[config.mk]
export PLATFORM = sky130hd
export DESIGN_NAME = modbus_write_multi_and_diagnostics
export DESIGN_NICKNAME = d
export VERILOG_FILES = /design/src/rtl/modbus_diag_pkg.sv /design/src/rtl/modbus_write_multi_and_diagnostics.sv
export SDC_FILE = /design/constraint.sdc
export NUM_CORES = 2
export LEC_CHECK = 0
export BUFFER_PORTS_ARGS = -buffer_cell sky130_fd_sc_hd__buf_4
export CAP_MARGIN = 20
export CORE_MARGIN = 4
export CORE_UTILIZATION = 38
export CTS_CLUSTER_DIAMETER = 50
export DETAILED_ROUTE_END_ITERATION = 10
export MAX_ROUTING_LAYER = met4
export SLEW_MARGIN = 0
export SYNTH_ARGS = -nofsm -noshare
export SYNTH_HDL_FRONTEND = slang
export SYNTH_SLANG_ARGS = --single-unit
[constraint.sdc]
create_clock -name clk -period 5 [get_ports clk]
set_input_delay 0 -clock clk [delete_from_list [all_inputs] [get_ports clk]]
set_output_delay 0 -clock clk [all_outputs]
set_load 0.1 [all_outputs]
[src/rtl/modbus_diag_pkg.sv]
// Constants, types and checksum helper for the frame interpreter
package modbus_diag_pkg;
  // ----------------------------------------------------------------
  // Timing
  // ----------------------------------------------------------------
  localparam int CLK_FREQ_MHZ    = 100;
  localparam int RESTART_TIME_MS = 1000;
  localparam int RESTART_CYCLES  = RESTART_TIME_MS * 1000 * CLK_FREQ_MHZ;
  // ----------------------------------------------------------------
  // Function and subfunction codes
  // ----------------------------------------------------------------
  localparam logic [7:0]  FC_WRITE_MULTI           = 8'h10;
  localparam logic [7:0]  FC_DIAG                  = 8'h08;
  localparam logic [15:0] loopback_subfunction     = 16'h0000;
  localparam logic [15:0] port_restart_subfunction = 16'h0001;
  localparam logic [15:0] SUB_DIAG_WORD            = 16'h0002;
  localparam logic [15:0] SUB_CLEAR                = 16'h000A;
  localparam logic [15:0] SUB_CRC_COUNT            = 16'h000C;
  localparam logic [15:0] DIAG_STATUS_INDEX        = 16'h02BC;
  // ----------------------------------------------------------------
  // Frame layout (byte positions and lengths)
  // ----------------------------------------------------------------
  localparam logic [7:0] POS_ADDR       = 8'h00;
  localparam logic [7:0] POS_FC         = 8'h01;
  localparam logic [7:0] POS_WORD1_HI   = 8'h02;
  localparam logic [7:0] POS_WORD1_LO   = 8'h03;
  localparam logic [7:0] POS_WORD2_HI   = 8'h04;
  localparam logic [7:0] POS_WORD2_LO   = 8'h05;
  localparam logic [7:0] POS_BYTE_COUNT = 8'h06;
  localparam logic [7:0] POS_PAYLOAD    = 8'h07;
  localparam logic [8:0] DIAG_FRAME_LEN = 9'h008;
  localparam logic [8:0] WRITE_OVERHEAD = 9'h009;
  localparam logic [8:0] MIN_FRAME_LEN  = 9'h004;
  localparam logic [2:0] TX_CRC_LO      = 3'h6;
  localparam logic [2:0] TX_CRC_HI      = 3'h7;
  // ----------------------------------------------------------------
  // Checksum
  // ----------------------------------------------------------------
  localparam logic [15:0] CRC_INIT = 16'hFFFF;
  localparam logic [15:0] CRC_POLY = 16'hA001;
  localparam logic [15:0] CRC_GOOD = 16'h0000;
  // ----------------------------------------------------------------
  // Types
  // ----------------------------------------------------------------
  typedef enum logic [4:0] {
    ST_RECV    = 5'h01,
    ST_EXEC    = 5'h02,
    ST_WRITE   = 5'h04,
    ST_REPLY   = 5'h08,
    ST_RESTART = 5'h10
  } state_t;
  typedef struct packed {
    logic       valid;
    logic [7:0] data;
  } rx_byte_t;
  typedef struct packed {
    logic        en;
    logic [15:0] index;
    logic [15:0] data;
  } reg_write_t;
  typedef struct packed {
    logic [7:0] diag_status_first;
    logic [7:0] diag_status_second;
  } diag_status_t;
  // One byte through the reflected checksum, LSB first
  function automatic logic [15:0] crc_step(input logic [15:0] crc,
                                           input logic [7:0]  data);
    logic [15:0] c;
    c = crc ^ {8'h00, data};
    for (int i = 0; i < 8; i++) begin
      c = c[0] ? ((c >> 1) ^ CRC_POLY) : (c >> 1);
    end
    return c;
  endfunction : crc_step
endpackage : modbus_diag_pkg

[src/rtl/modbus_write_multi_and_diagnostics.sv]
// Slave frame interpreter for multi-register write and diagnostics
//
// Overview of operation
// Write request: addr, fc, start, count, len, data, crc
// Register indices are zero based
// Write reply: addr, fc, start, count, new crc
// Payload words high byte first, ascending index
// Diag request: addr, fc, subfunction, data, crc
// Subfunction zero echoes the request unchanged
// Subfunction one: echo first, then restart port
// Restart ends within one second, then accept
// Subfunction two returns diagnostic status word
// Subfunction ten clears counters and status, echoes
// Persisting conditions may set again after clear
// Count checksum errors; subfunction twelve returns count
// Checksum error counter is 16 bits, wraps
// Bad checksum frame only bumps error counter
`timescale 1ns/1ns
module modbus_write_multi_and_diagnostics
  import modbus_diag_pkg::*;
#(
  parameter int FRAME_DEPTH    = 256,
  parameter int RESTART_CYCLES_P = RESTART_CYCLES
) (
  input  wire logic       clk,
  input  wire logic       sys_rst,
  input  wire logic [7:0] slave_addr,
  input  wire rx_byte_t   rx,
  input  wire logic       rx_frame_end,
  output logic      [7:0] tx_data,
  output logic            tx_valid,
  input  wire logic       tx_ready,
  output reg_write_t      reg_write,
  input  wire logic [15:0] diag_event,
  output diag_status_t    diagnostic_status_word,
  output logic     [15:0] crc_error_count,
  output logic            port_restart
);
  localparam int RCW = $clog2(RESTART_CYCLES_P + 1);
  localparam logic [RCW-1:0] RESTART_LAST = RCW'(RESTART_CYCLES_P - 1);
  localparam logic [8:0] FRAME_FULL = 9'(FRAME_DEPTH);

  // ----------------------------------------------------------------
  // State
  // ----------------------------------------------------------------
  state_t         state,     next_state;
  logic [8:0]     rx_cnt,    next_rx_cnt;
  logic [15:0]    rx_crc,    next_rx_crc;
  logic           overflow,  next_overflow;
  logic [7:0]     wr_idx,    next_wr_idx;
  logic [2:0]     tx_idx,    next_tx_idx;
  logic [15:0]    tx_crc,    next_tx_crc;
  logic [7:0]     next_tx_data;
  reg_write_t     next_reg_write;
  diag_status_t   next_status;
  logic [15:0]    next_crc_errors;
  logic [RCW-1:0] restart_cnt, next_restart_cnt;
  logic           buf_we;
  logic [7:0]     frame_buf [FRAME_DEPTH];

  // ----------------------------------------------------------------
  // Frame field decode
  // ----------------------------------------------------------------
  logic [7:0]  fc;
  logic [15:0] word1;
  logic [15:0] word2;
  logic [7:0]  byte_count;
  logic        crc_ok;
  logic        write_ok;
  logic        diag_ok;
  logic        is_restart;
  logic [7:0]  pay_hi;
  logic [7:0]  pay_lo;

  // Fields sit at fixed places; word1 is start index or subfunction
  assign fc         = frame_buf[POS_FC];
  assign word1      = {frame_buf[POS_WORD1_HI], frame_buf[POS_WORD1_LO]};
  assign word2      = {frame_buf[POS_WORD2_HI], frame_buf[POS_WORD2_LO]};
  assign byte_count = frame_buf[POS_BYTE_COUNT];
  assign crc_ok     = (rx_crc == CRC_GOOD) && !overflow
                      && (rx_cnt >= MIN_FRAME_LEN);
  // Count 1..127 only, or the write loop would never reach its end
  assign write_ok   = (fc == FC_WRITE_MULTI) && (word2 != '0) && !word2[15]
                      && ({8'h00, byte_count} == {word2[14:0], 1'b0})
                      && (rx_cnt == WRITE_OVERHEAD + {1'b0, byte_count});
  assign diag_ok    = (fc == FC_DIAG) && (rx_cnt == DIAG_FRAME_LEN)
                      && (word1 == loopback_subfunction
                       || word1 == port_restart_subfunction
                       || word1 == SUB_DIAG_WORD
                       || word1 == SUB_CLEAR
                       || word1 == SUB_CRC_COUNT);
  assign is_restart = (fc == FC_DIAG) && (word1 == port_restart_subfunction);
  // Two payload bytes per register, high byte first
  assign pay_hi = frame_buf[8'(POS_PAYLOAD + {wr_idx, 1'b0})];
  assign pay_lo = frame_buf[8'(POS_PAYLOAD + {wr_idx, 1'b0} + 8'h01)];

  // Reply bytes: first four come from the request, then the data word, then checksum
  function automatic logic [7:0] reply_byte(input logic [2:0]  idx,
                                            input logic [15:0] crc);
    logic [15:0] data;
    data = word2;
    if (fc == FC_DIAG && word1 == SUB_DIAG_WORD) begin
      data = diagnostic_status_word;
    end else if (fc == FC_DIAG && word1 == SUB_CRC_COUNT) begin
      data = crc_error_count;
    end
    case (idx)
      3'h4:      reply_byte = data[15:8];
      3'h5:      reply_byte = data[7:0];
      TX_CRC_LO: reply_byte = crc[7:0];
      TX_CRC_HI: reply_byte = crc[15:8];
      default:   reply_byte = frame_buf[{5'h00, idx}];
    endcase
  endfunction : reply_byte

  assign tx_valid     = (state == ST_REPLY);
  assign port_restart = (state == ST_RESTART);

  // ----------------------------------------------------------------
  // Next state
  // ----------------------------------------------------------------
  // Status bits are sticky; a set in a clearing cycle survives
  always_comb begin
    logic [15:0] crc_n;
    crc_n            = crc_step(tx_crc, tx_data);
    next_state       = state;
    next_rx_cnt      = rx_cnt;
    next_rx_crc      = rx_crc;
    next_overflow    = overflow;
    next_wr_idx      = wr_idx;
    next_tx_idx      = tx_idx;
    next_tx_crc      = tx_crc;
    next_tx_data     = tx_data;
    next_reg_write   = '0;
    next_status      = diagnostic_status_word | diag_event;
    next_crc_errors  = crc_error_count;
    next_restart_cnt = restart_cnt;
    buf_we           = 1'b0;
    case (state)
      ST_RECV: begin
        if (rx.valid && rx_cnt == FRAME_FULL) begin
          next_overflow = 1'b1;
        end else if (rx.valid) begin
          buf_we      = 1'b1;
          next_rx_cnt = rx_cnt + 9'h001;
          next_rx_crc = crc_step(rx_crc, rx.data);
        end
        if (rx_frame_end) begin
          next_state = ST_EXEC;
        end
      end
      ST_EXEC: begin
        next_rx_cnt   = '0;
        next_rx_crc   = CRC_INIT;
        next_overflow = 1'b0;
        next_wr_idx   = '0;
        next_tx_idx   = '0;
        next_tx_crc   = CRC_INIT;
        next_tx_data  = reply_byte(3'h0, CRC_INIT);
        next_state    = ST_RECV;
        if (!crc_ok) begin
          if (rx_cnt != 9'h000) begin
            next_crc_errors = crc_error_count + 16'h0001;
          end
        end else if (frame_buf[POS_ADDR] != slave_addr) begin
          next_state = ST_RECV;
        end else if (write_ok) begin
          next_state = ST_WRITE;
        end else if (diag_ok) begin
          next_state = ST_REPLY;
          if (word1 == SUB_CLEAR) begin
            next_status     = diag_event;
            next_crc_errors = '0;
          end
        end
      end
      ST_WRITE: begin
        next_reg_write.en    = 1'b1;
        next_reg_write.index = word1 + {8'h00, wr_idx};
        next_reg_write.data  = {pay_hi, pay_lo};
        next_wr_idx          = wr_idx + 8'h01;
        if ({8'h00, wr_idx} == word2 - 16'h0001) begin
          next_state = ST_REPLY;
        end
      end
      ST_REPLY: begin
        if (tx_ready) begin
          if (tx_idx < TX_CRC_LO) begin
            next_tx_crc = crc_n;
          end
          next_tx_idx  = tx_idx + 3'h1;
          next_tx_data = reply_byte(tx_idx + 3'h1, next_tx_crc);
          if (tx_idx == TX_CRC_HI) begin
            next_state = ST_RECV;
            if (is_restart) begin
              // Counters drop only once the echo is out
              next_state       = ST_RESTART;
              next_restart_cnt = '0;
              next_crc_errors  = '0;
            end
          end
        end
      end
      ST_RESTART: begin
        // Port held quiet; bytes arriving now are dropped
        next_restart_cnt = restart_cnt + RCW'(1);
        if (restart_cnt == RESTART_LAST) begin
          next_state = ST_RECV;
        end
      end
      default: begin
        next_state = ST_RECV;
      end
    endcase
  end

  // ----------------------------------------------------------------
  // Registers
  // ----------------------------------------------------------------
  always_ff @(posedge clk) begin
    if (sys_rst) begin
      state                  <= ST_RECV;
      rx_cnt                 <= '0;
      rx_crc                 <= CRC_INIT;
      overflow               <= 1'b0;
      wr_idx                 <= '0;
      tx_idx                 <= '0;
      tx_crc                 <= CRC_INIT;
      tx_data                <= '0;
      reg_write              <= '0;
      diagnostic_status_word <= '0;
      crc_error_count        <= '0;
      restart_cnt            <= '0;
    end else begin
      state                  <= next_state;
      rx_cnt                 <= next_rx_cnt;
      rx_crc                 <= next_rx_crc;
      overflow               <= next_overflow;
      wr_idx                 <= next_wr_idx;
      tx_idx                 <= next_tx_idx;
      tx_crc                 <= next_tx_crc;
      tx_data                <= next_tx_data;
      reg_write              <= next_reg_write;
      diagnostic_status_word <= next_status;
      crc_error_count        <= next_crc_errors;
      restart_cnt            <= next_restart_cnt;
    end
  end
  // Frame store; no reset needed, contents qualified by rx_cnt
  always_ff @(posedge clk) begin
    if (buf_we) begin
      frame_buf[rx_cnt[7:0]] <= rx.data;
    end
  end
endmodule : modbus_write_multi_and_diagnostics

# --- Word level (Yosys, flattened, before mapping) ---
# Memory sizes are Yosys's and may differ from the RTL's.
# Cells that the tools add are included.
totals:
  output_inout_bits: 75
  word_cells: 190
  regBits: 158
  ramBits: 2048
  inputBits: 37
  memories: 1
classes:
  add_sub_neg: 10
  bitwise: 20
  reduce_logical: 33
  muxes: 72
  eq_ne: 37
  order_cmp: 2
memory_table:
  columns: ["name", "words", "width", "read_ports", "rd_clocked_by_memory_dff", "wr", "line_no", "text"]
  rows:
  - ["frame_buf", 256, 8, 10, 0, 1, "modbus_write_multi_and_diagnostics.sv:59", "logic [7:0] frame_buf [FRAME_DEPTH];"]
op_table:
  columns: ["cell", "count"]
  rows:
  - ["$mux 16", 37]
  - ["$pmux 16 s2", 3]
  - ["$mux 27", 3]
  - ["$pmux 27 s2", 1]
  - ["$not 2->3", 16]
  - ["$mux 33", 1]
  - ["$eq 16x4->1 const B", 2]
  - ["$eq 8x16->1", 2]
  - ["$logic_not 16->1", 2]
  - ["$pmux 8 s2", 2]
  - ["$pmux 8 s4", 1]
  - ["$xor 16x8->16", 2]
  - ["$mux 5", 6]
  - ["$add 27x1->27 const B", 1]
  - ["$eq 27x27->1 const B", 1]
  - ["$pmux 5 s5", 1]
  - ["$mux 9", 2]
  - ["$pmux 9 s2", 1]
  - ["$add 16x1->16 const B", 1]
  - ["$add 16x8->16", 1]
  - ["$add 8x1->8 const B", 2]
  - ["$eq 16x1->1 const B", 1]
  - ["$eq 16x2->1 const B", 1]
  - ["$mux 4", 4]
  - ["other kinds (41)", 80]

# --- Logic depth before layout (Yosys ltp) ---
logic_depth:
  ltp_word: 21
  depth_mapped: 19
  ltp_nobuf: 11

# --- Worst setup path before layout ---
# Ideal clock, no wire load.
synth_path:
  path_type: "flip-flop to flip-flop"
  from: "reg wr_idx[0]"
  to: "reg reg_write[15] (netlist bit)"
  stages_incl_launch_ff: 17
  synth_period_minus_slack_ns: 4.835
  arrival_ns: 4.710
  path_slack_ns: 0.165
  n_path_buf: 9
  t_required_ns: 4.874
  setup_time_ns: 0.126
  path_cell_list: "dfxtp_1 > buf_2 > buf_2 > buf_2 > clkbuf_1 > buf_2 > clkinv_1 > ha_1 > buf_2 > buf_2 > buf_1 > buf_2 > mux4_2 > mux4_2 > mux2_2 > o211ai_1 > o21ai_0"
synth_between:
  elab_chain_cells: 2
synth_rtl:
  columns: ["element", "line_no", "text"]
  rows:
  - ["start, declared", "modbus_write_multi_and_diagnostics.sv:50", "logic [7:0] wr_idx, next_wr_idx;"]
  - ["start signal, assigned", "modbus_write_multi_and_diagnostics.sv:239", "wr_idx <= next_wr_idx;"]
  - ["$add 3x8->8", "modbus_write_multi_and_diagnostics.sv:94", "assign pay_hi = frame_buf[8'(POS_PAYLOAD + {wr_idx, 1'b0})];"]
  - ["$mem_v2 256x8", null, null]
  - ["end signal, assigned", "modbus_write_multi_and_diagnostics.sv:243", "reg_write <= next_reg_write;"]
  - ["end, declared", "modbus_write_multi_and_diagnostics.sv:33", "output reg_write_t reg_write,"]
# No other way between the ends.
# A chain may end at the register's enable or synchronous reset.

# --- Worst setup path after layout ---
layout_path:
  from: "reg rx_cnt[3]"
  to: "reg diagnostic_status_word[1] (netlist bit)"
layout_between:
  elab_chain_cells: 8
  word_cells_on_any_way: 12
  classes_between: "order compare: 1; eq/ne: 2; mux: 5; reduce/logical: 4"
layout_rtl:
  columns: ["element", "line_no", "text"]
  rows:
  - ["start, declared", "modbus_write_multi_and_diagnostics.sv:47", "logic [8:0] rx_cnt, next_rx_cnt;"]
  - ["start signal, assigned", "modbus_write_multi_and_diagnostics.sv:236", "rx_cnt <= next_rx_cnt;"]
  - ["$eq 9x4->1", "modbus_write_multi_and_diagnostics.sv:86", "assign diag_ok = (fc == FC_DIAG) && (rx_cnt == DIAG_FRAME_LEN)"]
  - ["$logic_and 1x1->1", "modbus_write_multi_and_diagnostics.sv:86", null]
  - ["$logic_and 1x1->1", "modbus_write_multi_and_diagnostics.sv:87", "&& (word1 == loopback_subfunction"]
  - ["$mux 16", "modbus_write_multi_and_diagnostics.sv:169", "end else if (diag_ok) begin"]
  - ["$mux 16", "modbus_write_multi_and_diagnostics.sv:167", "end else if (write_ok) begin"]
  - ["$mux 16", "modbus_write_multi_and_diagnostics.sv:165", "end else if (frame_buf[POS_ADDR] != slave_addr) begin"]
  - ["$mux 16 (*)", "modbus_write_multi_and_diagnostics.sv:161", "if (!crc_ok) begin"]
  - ["$mux 16 (*)", "modbus_write_multi_and_diagnostics.sv:139", "case (state)"]
  - ["end signal, assigned", "modbus_write_multi_and_diagnostics.sv:244", "diagnostic_status_word <= next_status;"]
  - ["end, declared", "modbus_write_multi_and_diagnostics.sv:35", "output diag_status_t diagnostic_status_word,"]
# Every way passes the cells marked *; elsewhere a longest branch is shown, timed or not.

==> results.cfg <==
[routing]
drtPass1Iterations = 6
dr_wl_met2_mm = 108
drt-total-wl_mm = 224
routed.top_layer = met4
routed-wl-met3_mm = 15.0
wl_per_cell_um = 27.8
met1Wirelength_mm = 95.5
via_per_inst = 5.61
vias = 45300
drc_errors = 0
drt_iter0_markers = 4750
ant_nets = 0

[synth]
synth_area_per_cell_um2 = 19.3
synth-edff-count = 2048
ys_ff_latch = 2206
async_reset_ff_share_pct = 0
yosysSeqAreaShare_pct = 73.2
synth_area_leaders = edfxtp_1, mux4_2, dfxtp_1
synth.distinct_cells = 80
synth_top_area_share_pct = 69.6
synth_warnings = 0
synthTopCellsByCount = edfxtp_1, mux4_2, nor2_1
syn_inst = 4569
synth_top_area_cell = edfxtp_1
ys.flop_type = edfxtp_1
syn-num-nets = 4632
syn_area_um2 = 88300
yosysMostFrequentCell = edfxtp_1

[timing]
report.final.hold_viol_count = 0
finalCriticalPeriod_ns = 4.61
rsz0062_at_grt = false
tightest_slew_ns = 1.13
maxSlewViolCount = 0
fin_crit_sh_pct = 92.2
max_freq_ghz = 0.217
fin_tns_setup_ns = 0
whs_ns = 0.160
relSlewSlack_pct = 24.2
setup_viol = 0
fin_worst_skew_ns = 0.0437

[die]
fp.dieArea_um2 = 240000
fp.dieH_um = 490
coreArea_um2 = 231000
pin_count = 112
initial_core_util_pct = 38.3
fp-row-count = 176
die_x_um = 490

[finish]
fillCellCount = 19500
nets = 4927
fin_area_um2 = 101000
syn_to_final_growth_pct = 14.6
drive_above_1_share_pct = 25.1

[run_status]
outcome = finished clean

[clock_network]
root_buffer = clkbuf_16
htree_levels = 4
tritoncts = yes
clock_latency_ns = 0.85
postCtsResizedCells = 0
cts_buffers = 215
clk_pin_slew_ns = 0.06
clockBufferDepth = 3
cts_sinks = 2206

[placed_design]
dpl_cell_area_um2 = 93500
dp_hpwl_mm = 139
portBuffers = 111
place_congestion = 0.872

[worst_setup_path]
crit_type = reg -> reg
worstPathArrival_ns = 5.34
cp-start-kind = register
rr_startpoint = rx_cnt[3]
regToRegSetupSlack_ns = 0.39
cp.required_ns = 5.73
slowest_stage = or4_4
cp_cell_sequence = nor2b_1, buf_4, nand2_1, or4_4, or3_1, or3_1, a21oi_1, dlygate4sd3_1, nor2_1, dlygate4sd3_1
cp_top_family = simple AND/OR/NAND/NOR gates
worstSetupEndpoint = diagnostic_status_word[1]
crit_fanout = 12
path_buf_inv = 3
regToRegEndpoint = diagnostic_status_word[1]
cp-startpoint = rx_cnt[3]
r2r_cells = 10
cp_num_cells = 10
slowest_delay_ns = 0.72
worstSetupEndpointType = register

[flow_run]
maxCapViolations = 0

[global_route]
groute.usage.overall_pct = 19.1
grt_overflow = 0
grt_pass1_vias = 45700
grt_pass1_wl_mm = 330
antenna_found_initial = 7
grt_max_degree = 172

[worst_hold_path]
min_path_type = in -> reg

[power_and_ir_drop]
leakage_nw = 31.1
ir_drop_mv = 0.340
power_density_nw_per_um2 = 371
-- worst min path at each step --
| stage | endpoint | startpoint | cells past startpoint | slack (ns) |
|---|---|---|---|---|
| floorplan | frame_buf[0][0] | rx[0] | 0 | 0.1 |
| global placement | diagnostic_status_word[2] | diag_event[2] | 3 | 0.21 |
| detailed placement | diagnostic_status_word[10] | diag_event[10] | 3 | 0.22 |
| CTS | tx_crc[6] | sys_rst | 3 | 0.07 |
| global route | tx_crc[5] | sys_rst | 3 | 0.12 |
| finish | tx_crc[6] | sys_rst | 3 | 0.16 |
-- power breakdown --
part	leakage [nW]	internal [mW]	switching (mW)
logic	7.95	0.321	0.789
clock network	3.42	9.11	6.99
registers	19.7	20.2	0.0974
-- tightest hold or removal path, stage by stage --
cell and delay [ns]:
dlygate4sd3_1 0.54, buf_4 0.24, nand2b_1 0.17
-- area by class of cell --
type	instances	area [um2]	area share, %
clock inverters	125	1180	1.16
clock buffers	282	5860	5.79
flip-flops and latches	2206	64700	63.9
inverters	24	90.1	0.0890
multi-input cells	2072	22600	22.3
diodes	4	10.0	0.00989
repair buffers	345	3040	3.01
well taps	3026	3790	3.74
-- repair_timing --
action	4_1_cts	5_1_grt
hold buffers	68	0
hold endpoints to repair	645	0
setup buffers	0	0
-- per-layer routing --
metal / vias to the layer above / global-route usage, %
met5: - / -
met4: 0 / 5.03
met3: 330 / 3.25
met2: 1633 / 29.6
met1: 24200 / 26.3
li1: 19200 / -
-- layout by cell type (no fill, tap or decap), drive strengths merged, types with 26 or more instances in the layout --
cell	Yosys	final
a21oi	66	66
and3	29	29
buf	119	277
clkbuf	148	282
clkinv	1	86
dfxtp	158	158
dlygate4sd3	0	68
edfxtp	2048	2048
inv	23	39
mux2	26	26
mux2i	28	28
mux4	624	624
nand2	198	198
nand3	86	86
nand4	31	31
nor2	410	410
nor3	49	49
nor4	29	29
o211ai	31	31
o21ai	43	43
xnor2	81	81
xor2	71	71
-- registers in the layout, indices dropped and copies added (netlist names), 9 cells and up --
name                    count
crc_error_count            16
rx_cnt                      9
restart_cnt                27
frame_buf                2048
diagnostic_status_word     16
tx_crc                     16
rx_crc                     16
reg_write                  33
-- through the flow --
stage	util [%]	setup WS (ns)	power [mW]	instances
floorplan	-	0.165	21.2	4569
global placement	40.5	0.529	21.7	7601
detailed placement	40.5	0.508	21.8	7603
CTS	43.9	0.425	37.8	8078
global route	43.9	0.286	38.7	8082
finish	43.9	0.392	37.5	8084
-- kinds of logic (layout without fill, tap and decap cells) --
family,count (synthesis),after routing,synth area share (%)
xor gates and xnor gates,153,153,1.55
adders and majority gates,26,26,0.377
DFF,2206,2206,73.2
and+or+nand+nor,946,946,4.92
buffers and inverters,291,776,1.36
muxes,678,678,16.6
AOI/OAI and AO/OA,269,269,2.02
other,0,4,0
Note: power is estimated with default switching activity, not from simulation.
